--- src/atle_pkg.sv ---
// Purpose: Shared constants for the arithmetic, table and load executor
// Assumes: 10-bit instruction words, 4-bit data path
// Notes: Add patterns are matched under MSK_FULL or MSK_NIB, the others under the mask beside them
package atle_pkg;
    localparam int INST_W = 10;
    localparam int NIB_W = 4;
    localparam int PAGE_W = 6;
    localparam int TPAGE_W = 3;
    localparam int ROM_ADDR_W = 13;
    // Opcode patterns and masks
    localparam logic [9:0] OP_LOAD_IMM = 10'h070;
    localparam logic [9:0] MSK_NIB = 10'h3F0;
    localparam logic [9:0] OP_TABLE_LOOKUP = 10'h080;
    localparam logic [9:0] MSK_TABLE = 10'h3C0;
    localparam logic [9:0] OP_ADD_MEMORY = 10'h00A;
    localparam logic [9:0] OP_ADD_MEMORY_CARRY = 10'h00B;
    localparam logic [9:0] OP_ADD_IMM = 10'h060;
    localparam logic [9:0] OP_BIT_CLEAR = 10'h04C;
    localparam logic [9:0] OP_SKIP_BIT_ZERO = 10'h020;
    localparam logic [9:0] MSK_BIT = 10'h3FC;
    localparam logic [9:0] OP_SKIP_EQUAL_MEMORY = 10'h026;
    localparam logic [9:0] OP_SKIP_EQUAL_IMM = 10'h025;
    localparam logic [9:0] MSK_FULL = 10'h3FF;
    // Field positions
    localparam int NIB_LSB = 0;
    localparam int BHI_LSB = 4;
    localparam int DHI_LSB = 8;
    // Reset values
    localparam logic [3:0] ACC_RST = 4'h0;
    localparam logic [3:0] BREG_RST = 4'h0;
    localparam logic [2:0] TPAGE_RST = 3'h0;
    localparam logic CARRY_RST = 1'b0;
    // Table lookup sequencer
    typedef enum logic [1:0] {
        ATLE_IDLE = 2'b00,
        ATLE_WAIT = 2'b01,
        ATLE_DONE = 2'b11
    } atle_state_e;
endpackage

--- src/atle_exec.sv ---
// Purpose: Executes load, table lookup, add, bit clear and skip instructions
// Assumes: Decode, RAM read data and ROM answer arrive on sys_clk, same cycle as valid
// Notes: Skipped instruction is consumed here; skipNextQ also informs fetch
`timescale 1ns/100ps

// Contract
// - A load-immediate writes its 4-bit operand into the accumulator.
// - In a run of back-to-back load-immediates only the first executes, the rest are skipped.
// - Table lookup with the upper flag clear puts word bits 7-4 in B and 3-0 in the accumulator.
// - Table lookup with the upper flag set also loads word bits 9-8 into the table page register.
// - Table address is the operand page followed by three table page bits and the accumulator.
// - Table lookup uses one return stack level while it runs.
// - Add-memory adds the addressed nibble to the accumulator and keeps the carry.
// - Add-memory-carry adds nibble and carry, storing sum and carry-out.
// - Add-immediate adds its operand to the accumulator and keeps the carry.
// - Add-immediate skips the next instruction when no overflow occurred.
// - Bit clear zeroes the selected bit of the addressed nibble, keeping the others.
// - Skip-bit-zero skips the next instruction when the selected bit is zero.
// - Skip-equal-memory skips the next instruction when accumulator equals the nibble.
module atle_exec
    import atle_pkg::*;
(
    input wire logic sys_clk,
    input wire logic resetn,
    input wire logic instValid,
    input wire logic [INST_W-1:0] instWord,
    input wire logic [INST_W-1:0] instWord2,
    input wire logic [NIB_W-1:0] memData,
    input wire logic upperTableFlag,
    input wire logic romValid,
    input wire logic [INST_W-1:0] romData,
    output logic [NIB_W-1:0] accQ,
    output logic [NIB_W-1:0] bRegQ,
    output logic [TPAGE_W-1:0] tablePageQ,
    output logic carryQ,
    output logic skipNextQ,
    output logic busyQ,
    output logic memWrEnQ,
    output logic [NIB_W-1:0] memWrDataQ,
    output logic romReqQ,
    output logic [ROM_ADDR_W-1:0] romAddrQ,
    output logic stackPushQ,
    output logic stackPopQ
);
    // Masked opcode match
    function automatic logic opIs(input logic [9:0] w, input logic [9:0] p, input logic [9:0] m);
        return (w & m) == p;
    endfunction

    atle_state_e stateQ, stateD;
    logic skipArmQ;
    logic prevLoadQ;
    logic uptfQ;

    // Decode of the presented instruction
    wire take = instValid && (stateQ == ATLE_IDLE);
    wire live = take && !skipArmQ;
    wire isLoad = opIs(instWord, OP_LOAD_IMM, MSK_NIB);
    wire isTable = opIs(instWord, OP_TABLE_LOOKUP, MSK_TABLE);
    wire isAddMem = opIs(instWord, OP_ADD_MEMORY, MSK_FULL);
    wire isAddMemC = opIs(instWord, OP_ADD_MEMORY_CARRY, MSK_FULL);
    wire isAddImm = opIs(instWord, OP_ADD_IMM, MSK_NIB);
    wire isBitClr = opIs(instWord, OP_BIT_CLEAR, MSK_BIT);
    wire isSkipBit = opIs(instWord, OP_SKIP_BIT_ZERO, MSK_BIT);
    wire isSkipMem = opIs(instWord, OP_SKIP_EQUAL_MEMORY, MSK_FULL);
    wire isSkipImm = opIs(instWord, OP_SKIP_EQUAL_IMM, MSK_FULL);
    wire [NIB_W-1:0] imm = instWord[NIB_LSB +: NIB_W];
    wire [1:0] bitSel = instWord[1:0];
    wire [NIB_W-1:0] bitMask = 4'h1 << bitSel;

    // Adders, five bits wide for carry and overflow
    wire [NIB_W:0] sumMem = {1'b0, accQ} + {1'b0, memData};
    wire [NIB_W:0] sumMemC = sumMem + {4'h0, carryQ};
    wire [NIB_W:0] sumImm = {1'b0, accQ} + {1'b0, imm};
    wire memBitZero = (memData & bitMask) == 4'h0;
    wire loadRun = isLoad && prevLoadQ;

    // Skip decision for the next instruction
    wire skipReq = live && ((isAddImm && !sumImm[NIB_W]) || (isSkipBit && memBitZero)
        || (isSkipMem && accQ == memData) || (isSkipImm && accQ == instWord2[NIB_W-1:0]));
    wire romDone = (stateQ == ATLE_WAIT) && romValid;

    // Table lookup sequencer
    always_comb begin
        stateD = stateQ;
        case (stateQ)
            ATLE_IDLE: begin
                if (live && isTable) begin
                    stateD = ATLE_WAIT;
                end
            end
            ATLE_WAIT: begin
                if (romValid) begin
                    stateD = ATLE_DONE;
                end
            end
            ATLE_DONE: stateD = ATLE_IDLE;
            default: stateD = ATLE_IDLE;
        endcase
    end

    // Sequencer and control flags
    always_ff @(posedge sys_clk or negedge resetn) begin
        if (!resetn) begin
            stateQ <= ATLE_IDLE;
            skipArmQ <= 1'b0;
            prevLoadQ <= 1'b0;
            uptfQ <= 1'b0;
        end else begin
            stateQ <= stateD;
            if (take) begin
                skipArmQ <= skipReq;
                prevLoadQ <= isLoad;
            end
            if (live && isTable) begin
                uptfQ <= upperTableFlag;
            end
        end
    end

    // Accumulator: load, table low nibble and sums
    always_ff @(posedge sys_clk or negedge resetn) begin
        if (!resetn) begin
            accQ <= ACC_RST;
        end else if (romDone) begin
            accQ <= romData[NIB_LSB +: NIB_W];
        end else if (live) begin
            if (isLoad && !loadRun) begin
                accQ <= imm;
            end else if (isAddMem) begin
                accQ <= sumMem[NIB_W-1:0];
            end else if (isAddMemC) begin
                accQ <= sumMemC[NIB_W-1:0];
            end else if (isAddImm) begin
                accQ <= sumImm[NIB_W-1:0];
            end
        end
    end

    // Carry flag, changed only by add with carry
    always_ff @(posedge sys_clk or negedge resetn) begin
        if (!resetn) begin
            carryQ <= CARRY_RST;
        end else if (live && isAddMemC) begin
            carryQ <= sumMemC[NIB_W];
        end
    end

    // B and table page from the fetched word
    always_ff @(posedge sys_clk or negedge resetn) begin
        if (!resetn) begin
            bRegQ <= BREG_RST;
            tablePageQ <= TPAGE_RST;
        end else if (romDone) begin
            bRegQ <= romData[BHI_LSB +: NIB_W];
            if (uptfQ) begin
                tablePageQ <= {1'b0, romData[DHI_LSB +: 2]};
            end
        end
    end

    // ROM request, stack and RAM write strobes
    always_ff @(posedge sys_clk or negedge resetn) begin
        if (!resetn) begin
            romReqQ <= 1'b0;
            romAddrQ <= '0;
            stackPushQ <= 1'b0;
            stackPopQ <= 1'b0;
            memWrEnQ <= 1'b0;
            memWrDataQ <= 4'h0;
            skipNextQ <= 1'b0;
        end else begin
            romReqQ <= live && isTable;
            stackPushQ <= live && isTable;
            stackPopQ <= romDone;
            if (live && isTable) begin
                romAddrQ <= {instWord[PAGE_W-1:0], tablePageQ, accQ};
            end
            memWrEnQ <= live && isBitClr;
            memWrDataQ <= memData & ~bitMask;
            skipNextQ <= skipReq || (take && loadRun);
        end
    end

    // Busy while a table lookup is in flight
    always_ff @(posedge sys_clk or negedge resetn) begin
        if (!resetn) begin
            busyQ <= 1'b0;
        end else begin
            busyQ <= (stateD != ATLE_IDLE);
        end
    end
endmodule

--- config.mk ---
export PLATFORM = sky130hd
export DESIGN_NAME = atle_exec
export DESIGN_NICKNAME = d
export VERILOG_FILES = /design/src/atle_pkg.sv /design/src/atle_exec.sv
export SDC_FILE = /design/constraint.sdc
export NUM_CORES = 1
export LEC_CHECK = 0
export BUFFER_PORTS_ARGS = -buffer_cell sky130_fd_sc_hd__buf_2
export CORE_UTILIZATION = 53
export CTS_CLUSTER_SIZE = 40
export DETAILED_ROUTE_END_ITERATION = 7
export GPL_ROUTABILITY_DRIVEN = 0
export PLACE_DENSITY_LB_ADDON = 0.1
export SYNTH_ARGS = -nofsm -noshare
export SYNTH_HDL_FRONTEND = slang
export SYNTH_SLANG_ARGS = --single-unit
--- constraint.sdc ---
create_clock -name sys_clk -period 4.6 [get_ports sys_clk]
set_clock_uncertainty 0.15 [all_clocks]
set_input_delay 1.15 -clock sys_clk [delete_from_list [all_inputs] [get_ports sys_clk]]
set_output_delay 1.15 -clock sys_clk [all_outputs]
set_load 0.01 [all_outputs]
==> results_dict.tcl, run 1 <==
set metrics [dict create \
    setup_viol 0 \
    timing.rr.start "accQ[0]" \
    synth-seq-cells 37 \
    max_stage_delay_ps 620 \
    hold_buffers 0 \
    finalCritPeriodShare_pct 64.4 \
    n_antenna_cell 0 \
    fillers 307 \
    yosys.area.top_type "dfrtp_1" \
    port_buffers 65 \
    crit_slowest_cell "nand3b_1" \
    io_pins 74 \
    ys_top_cells_by_area "dfrtp_1 45%, mux2_2 6.5%, ha_1 6.0%, nand2_1 4.5%, xnor2_1 2.5%" \
    cp_data_required_time_ps 4620 \
    drive_gt1_share_pct 34.6 \
    multi_input_comb_area_um2 1050 \
    tns_ps 0 \
    htreeDepth 2 \
    startpoint_type "input pin" \
    cts_root_buf "clkbuf_8" \
    syn-instance-count 198 \
    tightest_slew_ps 824 \
    core_um2 3720 \
    avgViaCountPerCell 5.39 \
    worstHoldPathType "reg -> reg" \
    antenna_left 0 \
    finalPower_uw 1340 \
    cts_made_buffers 5 \
    syn_avg_cell_area_um2 10.5 \
    nNetsFinal 316 \
    wl_per_cell_um 13.9 \
    hpwlAfterDp_um 3260 \
    clk_latency_ps 280 \
    async_flop_share_pct 100 \
    worst-path-buf-inv 1 \
    clock_path_buffers 2 \
    fin_crit_ps 2960 \
    cts.sinks 37 \
    crit_start "instValid" \
    synthTopCellsByCount "37 x dfrtp_1, 25 x nand2_1, 12 x mux2_2" \
    std_cell_rows 22 \
    first_iter_violations 105 \
    cts_resized 0 \
    p_per_area_nw_per_um2 528 \
    dieArea_um2 4160 \
    seq_area_um2 926 \
    seq_area_frac_synth_pct 44.7 \
    synth.distinct_cells 48 \
    crit_chain "buf_2 > or3b_4 > nor4_4 > nand3b_1 > mux2_2" \
    synth-edff-count 0 \
    drc 0 \
    slew_headroom_pct 44.9 \
    rsz0062_at_grt "no" \
    die_w_um 64.5 \
    clk_pin_slew_ps 70 \
    critPathMaxFanout 19 \
    status "finished clean" \
    syn_area_um2 2070 \
    syn_to_final_growth_pct 22.2 \
    drt-total-wl_um 4350 \
    post-route-util_pct 68.1 \
    vdd_drop_max_mv 0.362 \
    die_h_um 64.5 \
    leakagePower_uw 0.00130 \
    vias 1691 \
    arrival_ps 2980 \
    floorplan.initialDensity_pct 55.7 \
    ys_warn_count 0 \
    grt_pass1_wl_um 7400 \
    critical_path.top_delay_family "simple AND/OR/NAND/NOR gates" \
    fmax_ghz 0.338 \
    min_from "bRegQ[1]" \
    hold_viol_final 0 \
    end_kind "register" \
    grt_max_degree 38 \
    final_max_slew_viol_count 0 \
    antenna_found_initial 0 \
    max-cap-violations 0 \
    yosysTopAreaCellShare_pct 44.7 \
    post_cts_buffers 0 \
    cts_tree "built" \
    yosys.cell_count.top_type "dfrtp_1" \
    gr-total-overflow 0 \
    worstSetupPathType "in -> reg" \
    dr.pass1.iters 4 \
    track_usage_pct 23.7 \
    grt_pass1_vias 1661 \
    synth_flop_cell "dfrtp_1" \
]
==> stage by stage <==
step           hold WS, ps  setup slack [ps]  cells  cell area, um^2
6_report               331              1640    314             2530
5_1_grt                363              1480    314             2530
4_1_cts                337              1610    314             2530
3_5_place_dp           317              1310    306             2410
3_3_place_gp           308              1320    306             2410
2_1_floorplan          328              1660    199             2070
==> state kept, by name, indices dropped and copies added, names as in the netlist, 2 cells and up <==
signal and cells:
stateQ 2, memWrDataQ 4, accQ 4, tablePageQ 2, bRegQ 4, romAddrQ 12
==> worst reg2reg max path, delay by kind of cell (launching register included) <==
family                     cells  cell delay, ps
AOI/OAI and AO/OA              1             250
adders and majority gates      3             880
and+or+nand+nor                1             330
xor gates and xnor gates       1             130
DFF                            1             490
buffers and inverters          3             180
==> layout by cell type, fill, tap and decap left out, types with 4 or more instances in the layout <==
| master | instances |
|---|---|
| buf_2 | 65 |
| dfrtp_1 | 37 |
| nand2_1 | 25 |
| mux2_2 | 12 |
| inv_1 | 11 |
| o21ai_0 | 10 |
| ha_1 | 10 |
| nor2_1 | 9 |
| nand3_1 | 9 |
| a21oi_1 | 6 |
| xnor2_1 | 6 |
| clkbuf_8 | 6 |
| nor3_1 | 4 |
==> metal layers <==
metal	track usage, %	part of all wire [%]
met1	31.0	46
met2	39.6	47
met3	4.75	6.4
met4	6.94	0.83
met5	0	0
==> cells by family (layout without fill, tap and decap cells) <==
| logic type | Yosys count | count (layout) | synth area share, % |
|---|---|---|---|
| AOI/OAI and AO/OA | 37 | 37 | 11.8 |
| adders and majority gates | 12 | 12 | 7.98 |
| and+or+nand+nor | 68 | 68 | 17.7 |
| DFF | 37 | 37 | 44.7 |
| xor gates and xnor gates | 9 | 9 | 3.81 |
| buffers and inverters | 18 | 85 | 4.53 |
| other | 1 | 2 | 0.181 |
| muxes | 16 | 16 | 9.31 |
==> power breakdown <==
group	leakage (uW)	total (uW)	internal, uW	switching (uW)
combinational	0.000774	534	258	276
clock	0.0000574	290	176	114
sequential	0.000473	511	429	82.4
total	0.00130	1340	863	472
==> area by class of cell <==
| type | count | share of cell area (%) |
|---|---|---|
| Multi-Input combinational cell | 144 | 41.6 |
| Sequential cell | 37 | 36.6 |
| Tap cell | 48 | 2.37 |
| Clock inverter | 2 | 1.48 |
| Timing Repair Buffer | 65 | 12.9 |
| Inverter | 12 | 1.78 |
| Clock buffer | 6 | 3.26 |
==> final timing paths <==
path	slack, ps	to	cells past startpoint
min	330	bRegQ[1]	2
min reg2reg	330	bRegQ[1]	2
max reg2reg	2100	carryQ	9
min in group asynchronous	800	romAddrQ[10]	1
max in group asynchronous	2990	carryQ	1
max	1640	romAddrQ[3]	5
(Power assumes the default switching activity.)
==> run 2, diff against run 1 <==
--- a/config.mk
+++ b/config.mk
@@ -5,8 +5,9 @@
 export SDC_FILE = /design/constraint.sdc
 export NUM_CORES = 1
 export LEC_CHECK = 0
+export ABC_AREA = 1
 export BUFFER_PORTS_ARGS = -buffer_cell sky130_fd_sc_hd__buf_2
-export CORE_UTILIZATION = 53
+export CORE_UTILIZATION = 51
 export CTS_CLUSTER_SIZE = 40
 export DETAILED_ROUTE_END_ITERATION = 7
 export GPL_ROUTABILITY_DRIVEN = 0
==> constraint.sdc (replaced) <==
create_clock -name sys_clk -period 2.8 [get_ports sys_clk]
set_clock_uncertainty 0.15 [all_clocks]
set_input_delay 0.7 -clock sys_clk [delete_from_list [all_inputs] [get_ports sys_clk]]
set_output_delay 0.7 -clock sys_clk [all_outputs]
set_load 0.01 [all_outputs]
==> results_dict.tcl, run 2 <==
set metrics [dict create \
    dpl_cell_area_um2 2620 \
    timing.rr.start "accQ[0]" \
    fmax_ghz 0.431 \
    grt_use_met3_pct 6.50 \
    post-route-util_pct 66.6 \
    p_per_area_nw_per_um2 881 \
    track_usage_pct 25.3 \
    yosys.area.top_type "dfrtp_1" \
    r2r.worst_path.cells 13 \
    grt_pass1_wl_um 8540 \
    rsz0062_at_grt "no" \
    finalCritPeriodShare_pct 82.9 \
    drc 0 \
    hpwlAfterDp_um 3990 \
    leakagePower_uw 0.00156 \
    synthMuxAreaShare_pct 1.00 \
    synth.distinct_cells 28 \
    met2_usage_pct 42.0 \
    core_um2 4120 \
    post_cts_buffers 0 \
    cts.sinks 37 \
    largest_register "romAddrQ" \
    vdd_drop_max_mv 0.569 \
    yosysTopAreaCellShare_pct 41.3 \
    async_flop_share_pct 100 \
    dieArea_um2 4670 \
    syn_to_final_growth_pct 22.2 \
    die_h_um 68.3 \
    final_max_slew_viol_count 0 \
    syn-instance-count 297 \
    clk_pin_slew_ps 80 \
    vias 2062 \
    port_buffers 65 \
    tightest_slew_ps 811 \
    worstSetupPathType "reg -> reg" \
    synth-edff-count 0 \
    worstHoldPathType "reg -> reg" \
    antenna_found_initial 0 \
    end_kind "register" \
    first_iter_violations 119 \
    synthAdderAreaFrac_pct 7.36 \
    tns_ps 0 \
    ys_top_cells_by_area "dfrtp_1 41%, nand2_1 13%, inv_1 7.7%, nor2_1 6.5%, ha_1 5.6%" \
    avgViaCountPerCell 4.93 \
    arrival_ps 2350 \
    synthTopCellsByCount "78 x nand2_1, 46 x inv_1, 39 x nor2_1" \
    htreeDepth 2 \
    cts_tree "built" \
    layout_commonest_cell "nand2_1" \
    wl_per_cell_um 12.6 \
    n_antenna_cell 0 \
    max-cap-violations 0 \
    regToRegSetupSlack_ps 480 \
    slew_headroom_pct 46.0 \
    grt_max_degree 38 \
    drt-total-wl_um 5250 \
    use_met1_pct 32.0 \
    crit_start "accQ[0]" \
    floorplan.initialDensity_pct 54.5 \
    cts_made_buffers 5 \
    largest_reg_flops 12 \
    yosys.area_share.simple_pct 28.6 \
    cp-endpoint "accQ[2]" \
    ys_warn_count 0 \
    hold_viol_final 0 \
    dr.pass1.iters 4 \
    top_usage_layer "met2" \
    hold_buffers 0 \
    std_cell_rows 23 \
    die_w_um 68.3 \
    final_cell_area_um2 2740 \
    syn_area_um2 2240 \
    syn_avg_cell_area_um2 7.55 \
    worstReg2RegEnd "accQ[2]" \
    clk_latency_ps 290 \
    cts_root_buf "clkbuf_8" \
    synth_xor_xnor_area_share_pct 1.95 \
    grt_pass1_vias 1974 \
    status "finished clean" \
    layout_common_cells "78 x nand2_1, 65 x buf_2, 46 x inv_1, 39 x nor2_1, 37 x dfrtp_1" \
    yosys.cell_count.top_type "nand2_1" \
    synth_flop_cell "dfrtp_1" \
    gr-total-overflow 0 \
    drive_gt1_share_pct 25.3 \
    setup_viol 0 \
    critPathMaxFanout 6 \
    synth-compound-area-share_pct 9.59 \
    antenna_left 0 \
    synth_top_family_by_area "simple AND/OR/NAND/NOR gates" \
    cp_data_required_time_ps 2830 \
    synth-seq-cells 37 \
    clock_path_buffers 2 \
    startpoint_type "register" \
    io_pins 74 \
    seq_area_frac_synth_pct 41.3 \
    fin_crit_ps 2320 \
    cts_resized 0 \
    nNetsFinal 418 \
]
run 2: changes by cell type after synthesis, moves of 4 or more:
cell | previous run | this run
mux2_2 | 12 | 2
a21oi_1 | 6 | 13
nand3_1 | 9 | 17
inv_1 | 11 | 46
o21ai_2 | 0 | 6
o21ai_0 | 10 | 15
nand4_1 | 0 | 5
xnor2_1 | 6 | 2
nand2_1 | 25 | 78
nor2_1 | 9 | 39
run 2: layer usage:
layer	routed length (um)	part of all wire [%]
met5	0	0
met4	60	1.1
met3	313	6.0
met2	2420	46
met1	2460	47
run 2: layout make-up:
type | count | area [um^2]
repair buffers | 68 | 360
well taps | 50 | 62.6
clock buffers | 6 | 82.6
inverters | 47 | 176
multi-input cells | 208 | 1100
fillers | 393 | 1370
clock inverters | 2 | 37.5
flip-flops and latches | 37 | 926
run 2: worst max-delay path: stages (launching register included):
cell and delay [ps]:
dfrtp_1 500, ha_1 220, inv_1 50, fa_1 480, inv_1 70, ha_1 210, inv_1 50, nand2_1 50
nand2_1 70, o21ai_0 70, o21bai_1 120, nand2_1 60, nand2_1 60, nand2_1 50
run 2: cells by family (layout without fill, tap and decap cells):
group / after synthesis / in the layout
muxes: 2 / 2
AOI/OAI and AO/OA: 37 / 37
and+or+nand+nor: 150 / 150
xor gates and xnor gates: 5 / 5
buffers and inverters: 53 / 123
DFF: 37 / 37
adders and majority gates: 12 / 12
other: 1 / 2
run 2: worst min path at each step:
stage | start | to | slack (ps) | depth (start not counted)
finish | bRegQ[2] | bRegQ[2] | 330 | 2
global route | bRegQ[1] | bRegQ[1] | 370 | 2
CTS | bRegQ[2] | bRegQ[2] | 340 | 2
detailed placement | bRegQ[2] | bRegQ[2] | 320 | 2
global placement | bRegQ[1] | bRegQ[1] | 310 | 2
floorplan | resetn | accQ[0] | 250 | 0
run 2: power breakdown:
group / internal, uW / switching (uW) / leakage, uW
clock: 290 / 201 / 0.0000574
sequential: 720 / 135 / 0.000465
combinational: 442 / 629 / 0.00104
total: 1450 / 965 / 0.00156
run 2: through the flow:
stage / hold slack [ps] / total power [uW] / worst slack, ps / instances
after floorplan: 254 / 1540 / 482 / 298
after global placement: 309 / 1900 / 251 / 410
after detailed placement: 319 / 1930 / 243 / 410
after CTS: 344 / 2430 / 494 / 418
after global routing: 371 / 2630 / 342 / 418
final: 334 / 2420 / 478 / 418
